[src/rtl/cmp_ctrl_defines.svh]
// Constants for the dual comparator control block: offsets, fields, resets.
// Assumes inclusion by bare name from rtl/ sources; definitions only.
`ifndef CMP_CTRL_DEFINES_SVH
`define CMP_CTRL_DEFINES_SVH

// Register byte offsets on the AXI4-Lite slave
`define OFF_CONTROL 4'h0
`define OFF_FLAG 4'h4
// Control register field positions
`define BIT_CMP2_RESULT 7
`define BIT_CMP1_RESULT 6
`define BIT_CMP2_INVERT 5
`define BIT_CMP1_INVERT 4
`define BIT_INPUT_SWITCH 3
`define MODE_HI 2
`define MODE_LO 0
// Writable control bits reset: switch and inverts clear, mode off
`define CONTROL_RESET 6'h07
// Flag register: bit 0 is the change flag, write 1 to clear
`define BIT_CHANGE_FLAG 0
// AXI responses
`define RESP_OKAY 2'h0
`define RESP_SLVERR 2'h2

`endif

[src/rtl/cmp_ctrl_pkg.sv]
// Types shared by the dual comparator control block.
// Assumes nothing beyond a SystemVerilog compiler.
`default_nettype none
package cmp_ctrl_pkg;
  // Eight comparator configurations
  typedef enum logic [2:0] {
    MODE_RESET_STATE = 3'h0,
    MODE_ONE_INDEP = 3'h1,
    MODE_TWO_INDEP = 3'h2,
    MODE_TWO_OUT = 3'h3,
    MODE_TWO_COMMON = 3'h4,
    MODE_COMMON_OUT = 3'h5,
    MODE_FOUR_MUX = 3'h6,
    MODE_OFF = 3'h7
  } cmp_mode_e;
endpackage
`default_nettype wire

[src/rtl/cmp_ctrl.sv]
// Dual comparator control register, result sync, change flag, input routing.
// Assumes analog comparator raw outputs arrive as async levels; AXI4-Lite master.
`timescale 1ns/100ps
`default_nettype none
`include "cmp_ctrl_defines.svh"
module cmp_ctrl #(
  parameter int ADDR_W = 4 // Byte address width of the register window
) (
  input wire logic MCLK,
  input wire logic RESET,
  // AXI4-Lite slave
  input wire logic [ADDR_W-1:0] S_AXI_AWADDR,
  input wire logic S_AXI_AWVALID,
  output logic S_AXI_AWREADY,
  input wire logic [31:0] S_AXI_WDATA,
  input wire logic [3:0] S_AXI_WSTRB,
  input wire logic S_AXI_WVALID,
  output logic S_AXI_WREADY,
  output logic [1:0] S_AXI_BRESP,
  output logic S_AXI_BVALID,
  input wire logic S_AXI_BREADY,
  input wire logic [ADDR_W-1:0] S_AXI_ARADDR,
  input wire logic S_AXI_ARVALID,
  output logic S_AXI_ARREADY,
  output logic [31:0] S_AXI_RDATA,
  output logic [1:0] S_AXI_RRESP,
  output logic S_AXI_RVALID,
  input wire logic S_AXI_RREADY,
  // Raw comparator outputs from the analog cells
  input wire logic CMP1_RAW,
  input wire logic CMP2_RAW,
  // Port A direction bits for the two result pins (1 = input)
  input wire logic PORT_A_DIRECTION_4,
  input wire logic PORT_A_DIRECTION_5,
  // Analog routing selects
  output logic [2:0] CMP_MODE_SELECT,
  output logic CMP1_NEG_FROM_CH3,
  output logic CMP2_NEG_FROM_CH2,
  output logic INTERNAL_VOLTAGE_REF_EN,
  output logic CMP1_INVERT_OUT,
  output logic CMP2_INVERT_OUT,
  // Result pins, enable low while driving
  output logic CMP1_PIN_O,
  output logic CMP1_PIN_OE_N,
  output logic CMP2_PIN_O,
  output logic CMP2_PIN_OE_N,
  // Change flag level toward the interrupt controller
  output logic CMP_CHANGE_FLAG
);

  // Elaboration check: word decode needs one address bit above the two byte lane bits
  if (ADDR_W < 3 || ADDR_W > 16) begin : g_bad_addr_w
    $error("ADDR_W out of range");
  end

  // Modes that drive comparator outputs onto pins
  function automatic logic drives_pins(input logic [2:0] m);
    drives_pins = (m == cmp_ctrl_pkg::MODE_TWO_OUT) || (m == cmp_ctrl_pkg::MODE_COMMON_OUT);
  endfunction

  // Register offset match on word address
  function automatic logic hit(input logic [ADDR_W-1:0] a, input logic [3:0] off);
    logic [ADDR_W-1:0] off_w; // Offset at the window's width
    off_w = ADDR_W'(off);
    // Byte lane bits ignored: any byte inside the word selects it
    hit = (a[ADDR_W-1:2] == off_w[ADDR_W-1:2]);
  endfunction

  // Control state
  logic [5:0] ctrl_ff, nxt_ctrl; // Inverts, switch, mode
  logic [1:0] sync1_ff, nxt_sync1; // First sync stage, read by stage two only
  logic [1:0] sync2_ff, nxt_sync2; // Stable raw results
  logic [1:0] seen_ff, nxt_seen; // Result value last latched by an access
  logic flag_ff, nxt_flag; // Change flag
  // Bus state
  logic aw_hold_ff, nxt_aw_hold; // Write address taken
  logic [ADDR_W-1:0] aw_ff, nxt_aw;
  logic w_hold_ff, nxt_w_hold; // Write data taken
  logic [31:0] wd_ff, nxt_wd;
  logic [3:0] ws_ff, nxt_ws;
  logic bvalid_ff, nxt_bvalid;
  logic [1:0] bresp_ff, nxt_bresp;
  logic rvalid_ff, nxt_rvalid;
  logic [1:0] rresp_ff, nxt_rresp;
  logic [31:0] rdata_ff, nxt_rdata;
  // Output registers
  logic [1:0] pin_o_ff, nxt_pin_o;
  logic [1:0] pin_oe_n_ff, nxt_pin_oe_n;
  logic [1:0] route_ff, nxt_route;
  logic vref_ff, nxt_vref;
  logic awready_ff, nxt_awready; // Write address slot free
  logic wready_ff, nxt_wready; // Write data slot free
  logic arready_ff, nxt_arready; // No read answer pending

  logic [1:0] result; // Inverted view of synced results
  logic [2:0] mode;
  logic wr_go, rd_go, ctl_access;

  assign mode = ctrl_ff[`MODE_HI:`MODE_LO];
  // Inversion applied after sync so writes to invert bits act at once
  assign result = sync2_ff ^ {ctrl_ff[`BIT_CMP2_INVERT], ctrl_ff[`BIT_CMP1_INVERT]};
  assign wr_go = aw_hold_ff && w_hold_ff && !bvalid_ff;
  assign rd_go = S_AXI_ARVALID && !rvalid_ff;
  assign ctl_access = (wr_go && hit(aw_ff, `OFF_CONTROL)) || (rd_go && hit(S_AXI_ARADDR, `OFF_CONTROL));

  // Next state for synchroniser, control register, flag and bus
  always_comb begin
    nxt_sync1 = {CMP2_RAW, CMP1_RAW};
    nxt_sync2 = sync1_ff;
    nxt_ctrl = ctrl_ff;
    nxt_seen = seen_ff;
    nxt_flag = flag_ff;
    nxt_aw_hold = aw_hold_ff;
    nxt_aw = aw_ff;
    nxt_w_hold = w_hold_ff;
    nxt_wd = wd_ff;
    nxt_ws = ws_ff;
    nxt_bvalid = bvalid_ff;
    nxt_bresp = bresp_ff;
    nxt_rvalid = rvalid_ff;
    nxt_rresp = rresp_ff;
    nxt_rdata = rdata_ff;
    // Address and data accepted independently
    if (S_AXI_AWVALID && !aw_hold_ff) begin
      nxt_aw_hold = 1'b1;
      nxt_aw = S_AXI_AWADDR;
    end
    if (S_AXI_WVALID && !w_hold_ff) begin
      nxt_w_hold = 1'b1;
      nxt_wd = S_AXI_WDATA;
      nxt_ws = S_AXI_WSTRB;
    end
    if (bvalid_ff && S_AXI_BREADY) begin
      nxt_bvalid = 1'b0;
    end
    // Software clear of flag; hardware set below wins
    if (wr_go) begin
      nxt_aw_hold = 1'b0;
      nxt_w_hold = 1'b0;
      nxt_bvalid = 1'b1;
      nxt_bresp = `RESP_OKAY;
      if (hit(aw_ff, `OFF_CONTROL)) begin
        if (ws_ff[0]) begin
          nxt_ctrl = wd_ff[5:0];
        end
      end else if (hit(aw_ff, `OFF_FLAG)) begin
        if (ws_ff[0] && wd_ff[`BIT_CHANGE_FLAG]) begin
          nxt_flag = 1'b0;
        end
      end else begin
        nxt_bresp = `RESP_SLVERR;
      end
    end
    if (S_AXI_RREADY && rvalid_ff) begin
      nxt_rvalid = 1'b0;
    end
    if (rd_go) begin
      nxt_rvalid = 1'b1;
      nxt_rresp = `RESP_OKAY;
      if (hit(S_AXI_ARADDR, `OFF_CONTROL)) begin
        nxt_rdata = {24'h000000, result, ctrl_ff};
      end else if (hit(S_AXI_ARADDR, `OFF_FLAG)) begin
        nxt_rdata = {31'h00000000, flag_ff};
      end else begin
        nxt_rdata = 32'h00000000;
        nxt_rresp = `RESP_SLVERR;
      end
    end
    // Any control access re-latches the compare value, ending mismatch
    if (ctl_access) begin
      nxt_seen = result;
    end
    // Mismatch keeps setting the flag; set wins over clear
    if (result != seen_ff) begin
      nxt_flag = 1'b1;
    end
    // Readies kept as flops of their own so no port hangs off an inverter
    nxt_awready = !nxt_aw_hold;
    nxt_wready = !nxt_w_hold;
    nxt_arready = !nxt_rvalid;
  end

  // Next state of outputs toward analog side and pins
  always_comb begin
    nxt_route = 2'h0;
    nxt_vref = 1'b0;
    // Routing switch only meaningful in the multiplexed mode
    if (nxt_ctrl[`MODE_HI:`MODE_LO] == cmp_ctrl_pkg::MODE_FOUR_MUX) begin
      nxt_route = {2{nxt_ctrl[`BIT_INPUT_SWITCH]}};
      nxt_vref = 1'b1;
    end
    // Pin drives only in output modes and when direction is output
    nxt_pin_o = result;
    nxt_pin_oe_n[0] = !(drives_pins(mode) && !PORT_A_DIRECTION_4);
    nxt_pin_oe_n[1] = !(drives_pins(mode) && !PORT_A_DIRECTION_5);
  end

  // Register everything
  always_ff @(posedge MCLK or posedge RESET) begin
    if (RESET) begin
      ctrl_ff <= `CONTROL_RESET;
      sync1_ff <= 2'h0;
      sync2_ff <= 2'h0;
      seen_ff <= 2'h0;
      flag_ff <= 1'b0;
      aw_hold_ff <= 1'b0;
      aw_ff <= '0;
      w_hold_ff <= 1'b0;
      wd_ff <= 32'h00000000;
      ws_ff <= 4'h0;
      bvalid_ff <= 1'b0;
      bresp_ff <= 2'h0;
      rvalid_ff <= 1'b0;
      rresp_ff <= 2'h0;
      rdata_ff <= 32'h00000000;
      pin_o_ff <= 2'h0;
      pin_oe_n_ff <= 2'h3;
      route_ff <= 2'h0;
      vref_ff <= 1'b0;
      awready_ff <= 1'b1;
      wready_ff <= 1'b1;
      arready_ff <= 1'b1;
    end else begin
      ctrl_ff <= nxt_ctrl;
      sync1_ff <= nxt_sync1;
      sync2_ff <= nxt_sync2;
      seen_ff <= nxt_seen;
      flag_ff <= nxt_flag;
      aw_hold_ff <= nxt_aw_hold;
      aw_ff <= nxt_aw;
      w_hold_ff <= nxt_w_hold;
      wd_ff <= nxt_wd;
      ws_ff <= nxt_ws;
      bvalid_ff <= nxt_bvalid;
      bresp_ff <= nxt_bresp;
      rvalid_ff <= nxt_rvalid;
      rresp_ff <= nxt_rresp;
      rdata_ff <= nxt_rdata;
      pin_o_ff <= nxt_pin_o;
      pin_oe_n_ff <= nxt_pin_oe_n;
      route_ff <= nxt_route;
      vref_ff <= nxt_vref;
      awready_ff <= nxt_awready;
      wready_ff <= nxt_wready;
      arready_ff <= nxt_arready;
    end
  end

  // Port drive, all from flip-flops
  assign S_AXI_AWREADY = awready_ff;
  assign S_AXI_WREADY = wready_ff;
  assign S_AXI_BVALID = bvalid_ff;
  assign S_AXI_BRESP = bresp_ff;
  assign S_AXI_ARREADY = arready_ff;
  assign S_AXI_RVALID = rvalid_ff;
  assign S_AXI_RRESP = rresp_ff;
  assign S_AXI_RDATA = rdata_ff;
  assign CMP_MODE_SELECT = ctrl_ff[`MODE_HI:`MODE_LO];
  assign CMP1_INVERT_OUT = ctrl_ff[`BIT_CMP1_INVERT];
  assign CMP2_INVERT_OUT = ctrl_ff[`BIT_CMP2_INVERT];
  assign CMP1_NEG_FROM_CH3 = route_ff[0];
  assign CMP2_NEG_FROM_CH2 = route_ff[1];
  assign INTERNAL_VOLTAGE_REF_EN = vref_ff;
  assign CMP1_PIN_O = pin_o_ff[0];
  assign CMP2_PIN_O = pin_o_ff[1];
  assign CMP1_PIN_OE_N = pin_oe_n_ff[0];
  assign CMP2_PIN_OE_N = pin_oe_n_ff[1];
  assign CMP_CHANGE_FLAG = flag_ff;
endmodule
`default_nettype wire

[config.mk]
export PLATFORM = sky130hd
export DESIGN_NAME = cmp_ctrl
export DESIGN_NICKNAME = d
export VERILOG_FILES = /design/src/rtl/cmp_ctrl_pkg.sv /design/src/rtl/cmp_ctrl.sv
export VERILOG_INCLUDE_DIRS = /design/src /design/src/rtl
export SDC_FILE = /design/constraint.sdc
export NUM_CORES = 1
export LEC_CHECK = 0
export BUFFER_PORTS_ARGS = -buffer_cell sky130_fd_sc_hd__buf_2
export CAP_MARGIN = 20
export CELL_PAD_IN_SITES_DETAIL_PLACEMENT = 0
export CELL_PAD_IN_SITES_GLOBAL_PLACEMENT = 2
export CORE_MARGIN = 2
export CORE_UTILIZATION = 24
export DETAILED_ROUTE_END_ITERATION = 7
export GPL_TIMING_DRIVEN = 1
export HOLD_SLACK_MARGIN = 0.06
export PLACE_DENSITY = 0.72
export SYNTH_ARGS = -nofsm -noshare
export SYNTH_HDL_FRONTEND = slang
export SYNTH_SLANG_ARGS = --single-unit
[constraint.sdc]
create_clock -name MCLK -period 1.7 [get_ports MCLK]
set_clock_uncertainty 0.05 [all_clocks]
set_input_delay 0.34 -clock MCLK [delete_from_list [all_inputs] [get_ports MCLK]]
set_output_delay 0.34 -clock MCLK [all_outputs]
set_load 0.03 [all_outputs]
* After elaboration in Yosys (flattened, before gate mapping)
Cells that the tools add are included.
** Cells by class
- Eq/ne operators :: 7
- Mux-type cells :: 24
- Bitwise operators :: 1
- Reduce and logical (&&, ||, !) cells :: 33
** Operator list (count)
- $mux 1 :: 15
- $logic_and 1x1->1 :: 12
- $mux 4 :: 3
- $logic_not 1->1 :: 11
- $mux 2 :: 5
- $mux 8 :: 1
- $reduce_bool 2->1 :: 4
- $eq 3x3->1 const B :: 2
- $eq 2x1->1 const B :: 2
- $logic_not 2->1 :: 2
- $reduce_and 4->1 :: 1
- $eq 3x2->1 const B :: 1
- $reduce_and 3->1 :: 1
- $logic_or 1x1->1 :: 2
- $ne 2x1->1 const B :: 1
- $ne 2x2->1 :: 1
- $xor 2x2->2 :: 1
** Word-level totals
- Register bits after elaboration :: 74
- Input bits :: 55
- Output and inout bits :: 54

* Depth between registers and ports, before layout
- Word-level depth :: 6
- Gate-level depth with buffers :: 4
- Mapped depth without buffers :: 3

* Worst setup path before layout
Ideal clock, no wire load.
- Path kind :: reg-to-reg
- From :: register bvalid_ff, in the netlist S_AXI_BVALID
- To :: register ctrl_ff[3]
- Library setup time :: 125 ps
- Data arrival time :: 1620 ps
- Required time :: 1525 ps
- Setup slack :: -95 ps
- Cell stages (with the launch flop) :: 5
- Clock period less this slack :: 1795 ps
- Cells stage by stage :: dfrtp_1 > nand3b_4 > or4b_4 > buf_6 > mux2_4
** Between the ends
- Word-level cells in the longest chain between the ends :: 3
** Ends and longest elaborated chain
- from (decl) :: line cmp_ctrl.sv:81 : logic bvalid_ff, nxt_bvalid;
- from (signal assigned) :: line cmp_ctrl.sv:234 : bvalid_ff <= nxt_bvalid;
- $logic_not 1->1 :: line cmp_ctrl.sv:102 : assign wr_go = aw_hold_ff && w_hold_ff && !bvalid_ff;
- $logic_and 1x1->1 :: line cmp_ctrl.sv:102
- $mux 4 :: line cmp_ctrl.sv:137 : if (wr_go) begin
- via nxt_ctrl[3] :: line cmp_ctrl.sv:70 : logic [5:0] ctrl_ff, nxt_ctrl;
- to (signal assigned) :: line cmp_ctrl.sv:201 : ctrl_ff <= `CONTROL_RESET;
- to (signal assigned) :: line cmp_ctrl.sv:224 : ctrl_ff <= nxt_ctrl;
- to (decl) :: line cmp_ctrl.sv:70
The timed path passes the listed nets, and every way through them passes these cells.
A chain may end at the register's enable or synchronous reset.

* Worst setup path after layout
- From :: register bvalid_ff, in the netlist S_AXI_BVALID
- To :: register ctrl_ff[4]
** Between the ends
- Word-level cells in the longest chain between the ends :: 3
** Ends and longest elaborated chain (line)
- $logic_not 1->1 :: cmp_ctrl.sv:102
- $logic_and 1x1->1 :: cmp_ctrl.sv:102
- $reduce_and 3->1 (no source line)
No other way between the ends.

==> flow_metrics.env <==
export IMPL_status="finished, final reports clean"
export IMPL_final_common_cell="buf_2"
export IMPL_initial_utilization_pct=25.1
export IMPL_cts_resized=0
export IMPL_min_path_type="input pin to register"
export IMPL_setup_tns_ns=0
export IMPL_power_density_mw_per_mm2=1700
export IMPL_cp_end_kind="register"
export IMPL_whs_endpoint="nxt_sync2[1]"
export IMPL_clock_latency_ns=0.29
export IMPL_globalplace_congestion=0.712
export IMPL_final_cell_mix="buf_2 (49), dfrtp_1 (36), conb_1 (26)"
export IMPL_crit_required_ns=1.83
export IMPL_r2r_cells=3
export IMPL_critPathMaxStageDelay_ns=0.59
export IMPL_fin_crit_sh_pct=96.9
export IMPL_synth_ff_type="dfrtp_1"
export IMPL_clk_pin_slew_ns=0.08
export IMPL_avgSynthCellArea_um2=13.7
export IMPL_dp_slack_ns=0.0528
export IMPL_placementRows=32
export IMPL_worstPathMaxFanout=8
export IMPL_max_freq_mhz=607
export IMPL_die_w_um=94.4
export IMPL_wl_per_cell_um=11.7
export IMPL_cp_slowest_cell="or4b_4"
export IMPL_cts_buffers_inserted=5
export IMPL_cts_buffer_depth=2
export IMPL_setup_viol=0
export IMPL_synth_seq_cells=45
export IMPL_antenna_found_initial=0
export IMPL_grt_start_max_net_pins=46
export IMPL_core_mm2=0.00781
export IMPL_port_buffers=49
export IMPL_criticalPathCategory="register to register"
export IMPL_cts_tree="done"
export IMPL_holdWs_ns=0.103
export IMPL_synthArstFlopShare_pct=100
export IMPL_min_from="CMP2_RAW"
export IMPL_total_power_mw=4.00
export IMPL_cts_sinks=45
export IMPL_yosys_warnings=0
export IMPL_drive_above_1_share_pct=49.7
export IMPL_dr_pass1_iters=2
export IMPL_irDropWorstVdd_mv=0.329
export IMPL_boundaryPins=109
export IMPL_reg2reg_to="ctrl_ff[4]"
export IMPL_maxCapViolCount=0
export IMPL_holdPathStages=1
export IMPL_htree_levels=2
export IMPL_synth_seq_area_share_pct=57.9
export IMPL_fin_ws_ns=0.0534
export IMPL_r2r_slack_ns=0.05
export IMPL_ant_nets=0
export IMPL_grt_ovfl_total=0
export IMPL_leakage_nw=1.17
export IMPL_grt_pass1_wl_mm=5.67
export IMPL_synth_edf_count=0
export IMPL_rsz0062_at_grt="false"
export IMPL_period_minus_slack_ns=1.65
export IMPL_drt_wl_total_mm=3.51
export IMPL_num_antenna_cells=0
export IMPL_die_h_um=94.4
export IMPL_grt_pass1_vias=1129
export IMPL_dp_hpwl_mm=2.70
export IMPL_drcViolationCount=0
export IMPL_postCtsHoldBufs=1
export IMPL_utilization_pct=30.1
export IMPL_syn_inst=143
export IMPL_track_usage_pct=8.44
export IMPL_nets=253
export IMPL_syn2layout_area_growth_pct=19.7
export IMPL_yosysUniqueCellTypes=29
export IMPL_crit_chain="nand3b_4 -> or4b_4 -> mux2_4"
export IMPL_vias=1126
export IMPL_clockRootBuffer="clkbuf_8"
export IMPL_critPathLaunchType="register"
export IMPL_worstPathArrival_ns=1.78
export IMPL_hold_viol=0
export IMPL_final_max_slew_violation_count=0
export IMPL_drt_iter0_markers=39
export IMPL_routed_via_density=3.74
export IMPL_r2r_start="S_AXI_BVALID"
export IMPL_post_cts_buffers=0
export IMPL_die_area_mm2=0.00891
export IMPL_syn_area_mm2=0.00196
-- power breakdown --
| part | internal (mW) | total (mW) | switching [mW] |
|---|---|---|---|
| Clock | 0.284 | 0.636 | 0.353 |
| Combinational | 0.676 | 1.57 | 0.892 |
| Sequential | 1.51 | 1.79 | 0.287 |
-- logic make-up after synthesis --
logic type             count (synthesis)  share of synthesized area (%)
flip-flops                            45                           57.9
AND/OR/NAND/NOR                       18                           7.21
AO/OA/AOI/OAI                         14                           5.48
buffers and inverters                 38                           13.4
multiplexers                          22                           13.6
XOR/XNOR                               5                           2.23
other                                  1                          0.191
-- through the flow --
stage	std cells	area (um2)
6_report	301	2350
3_3_place_gp	292	2250
4_1_cts	301	2350
5_1_grt	301	2350
3_5_place_dp	292	2250
2_1_floorplan	168	2070
-- flip-flops by register name, summed over array words and instances, names as in the netlist, 2 cells and up --
signal,count
S_AXI_RDATA,8
ctrl_ff,6
wd_ff,6
aw_ff,2
nxt_sync2,2
pin_o_ff,2
pin_oe_n_ff,2
seen_ff,2
sync2_ff,2
-- cell type report --
| cell class | instances | area (um2) |
|---|---|---|
| Clock buffer | 5 | 68.8 |
| Inverter | 5 | 18.8 |
| Multi-Input combinational cell | 85 | 666 |
| Sequential cell | 45 | 1140 |
| Fill cell | 802 | 5460 |
| Timing Repair Buffer | 56 | 313 |
| Clock inverter | 3 | 17.5 |
| Tap cell | 102 | 128 |
-- cell usage after synthesis (all sizes together) (2+ instances only) --
| library cell | count | area [um2] |
|---|---|---|
| xnor2 | 2 | 17.5 |
| dfstp | 8 | 210 |
| nand3 | 2 | 10.0 |
| o21ai | 3 | 15.0 |
| nand3b | 3 | 35.0 |
| inv | 5 | 18.8 |
| a22o | 7 | 61.3 |
| clkbuf | 2 | 7.51 |
| nor2 | 2 | 7.51 |
| nand4b | 2 | 17.5 |
| xor2 | 3 | 26.3 |
| or2 | 2 | 12.5 |
| and2b | 2 | 16.3 |
| buf | 31 | 236 |
| o31ai | 2 | 15.0 |
| dfrtp | 37 | 926 |
| mux2 | 19 | 236 |
| nand2 | 2 | 7.51 |
| mux2i | 3 | 30.0 |
-- metal layers --
layer / part of all wire [%] / global-route usage [%] / vias up
met5: 0 / 0 / -
met4: 1.9 / 3.99 / 0
met3: 11 / 3.75 / 7
met2: 46 / 12.9 / 45
met1: 41 / 10.2 / 531
li1: - / - / 543
-- how the worst max path moves through the flow --
| stage | from | endpoint | slack (ns) | depth (start not counted) |
|---|---|---|---|---|
| 6_report | S_AXI_BVALID | ctrl_ff[4] | 0.05 | 3 |
| 5_1_grt | S_AXI_BVALID | ctrl_ff[4] | 0.02 | 3 |
| 4_1_cts | S_AXI_BVALID | ctrl_ff[4] | 0.05 | 3 |
| 3_5_place_dp | S_AXI_BVALID | ctrl_ff[4] | 0.05 | 3 |
| 3_3_place_gp | S_AXI_BVALID | ctrl_ff[3] | 0.06 | 3 |
| 2_1_floorplan | S_AXI_BVALID | ctrl_ff[3] | -0.05 | 4 |
-- worst max-delay path, delay by kind of cell, from the launching register on --
kind | cells | cell delay [ns]
mux | 1 | 0.33
simple gates | 2 | 0.75
flops | 1 | 0.42
No activity file was read; power rests on OpenSTA's default activity.
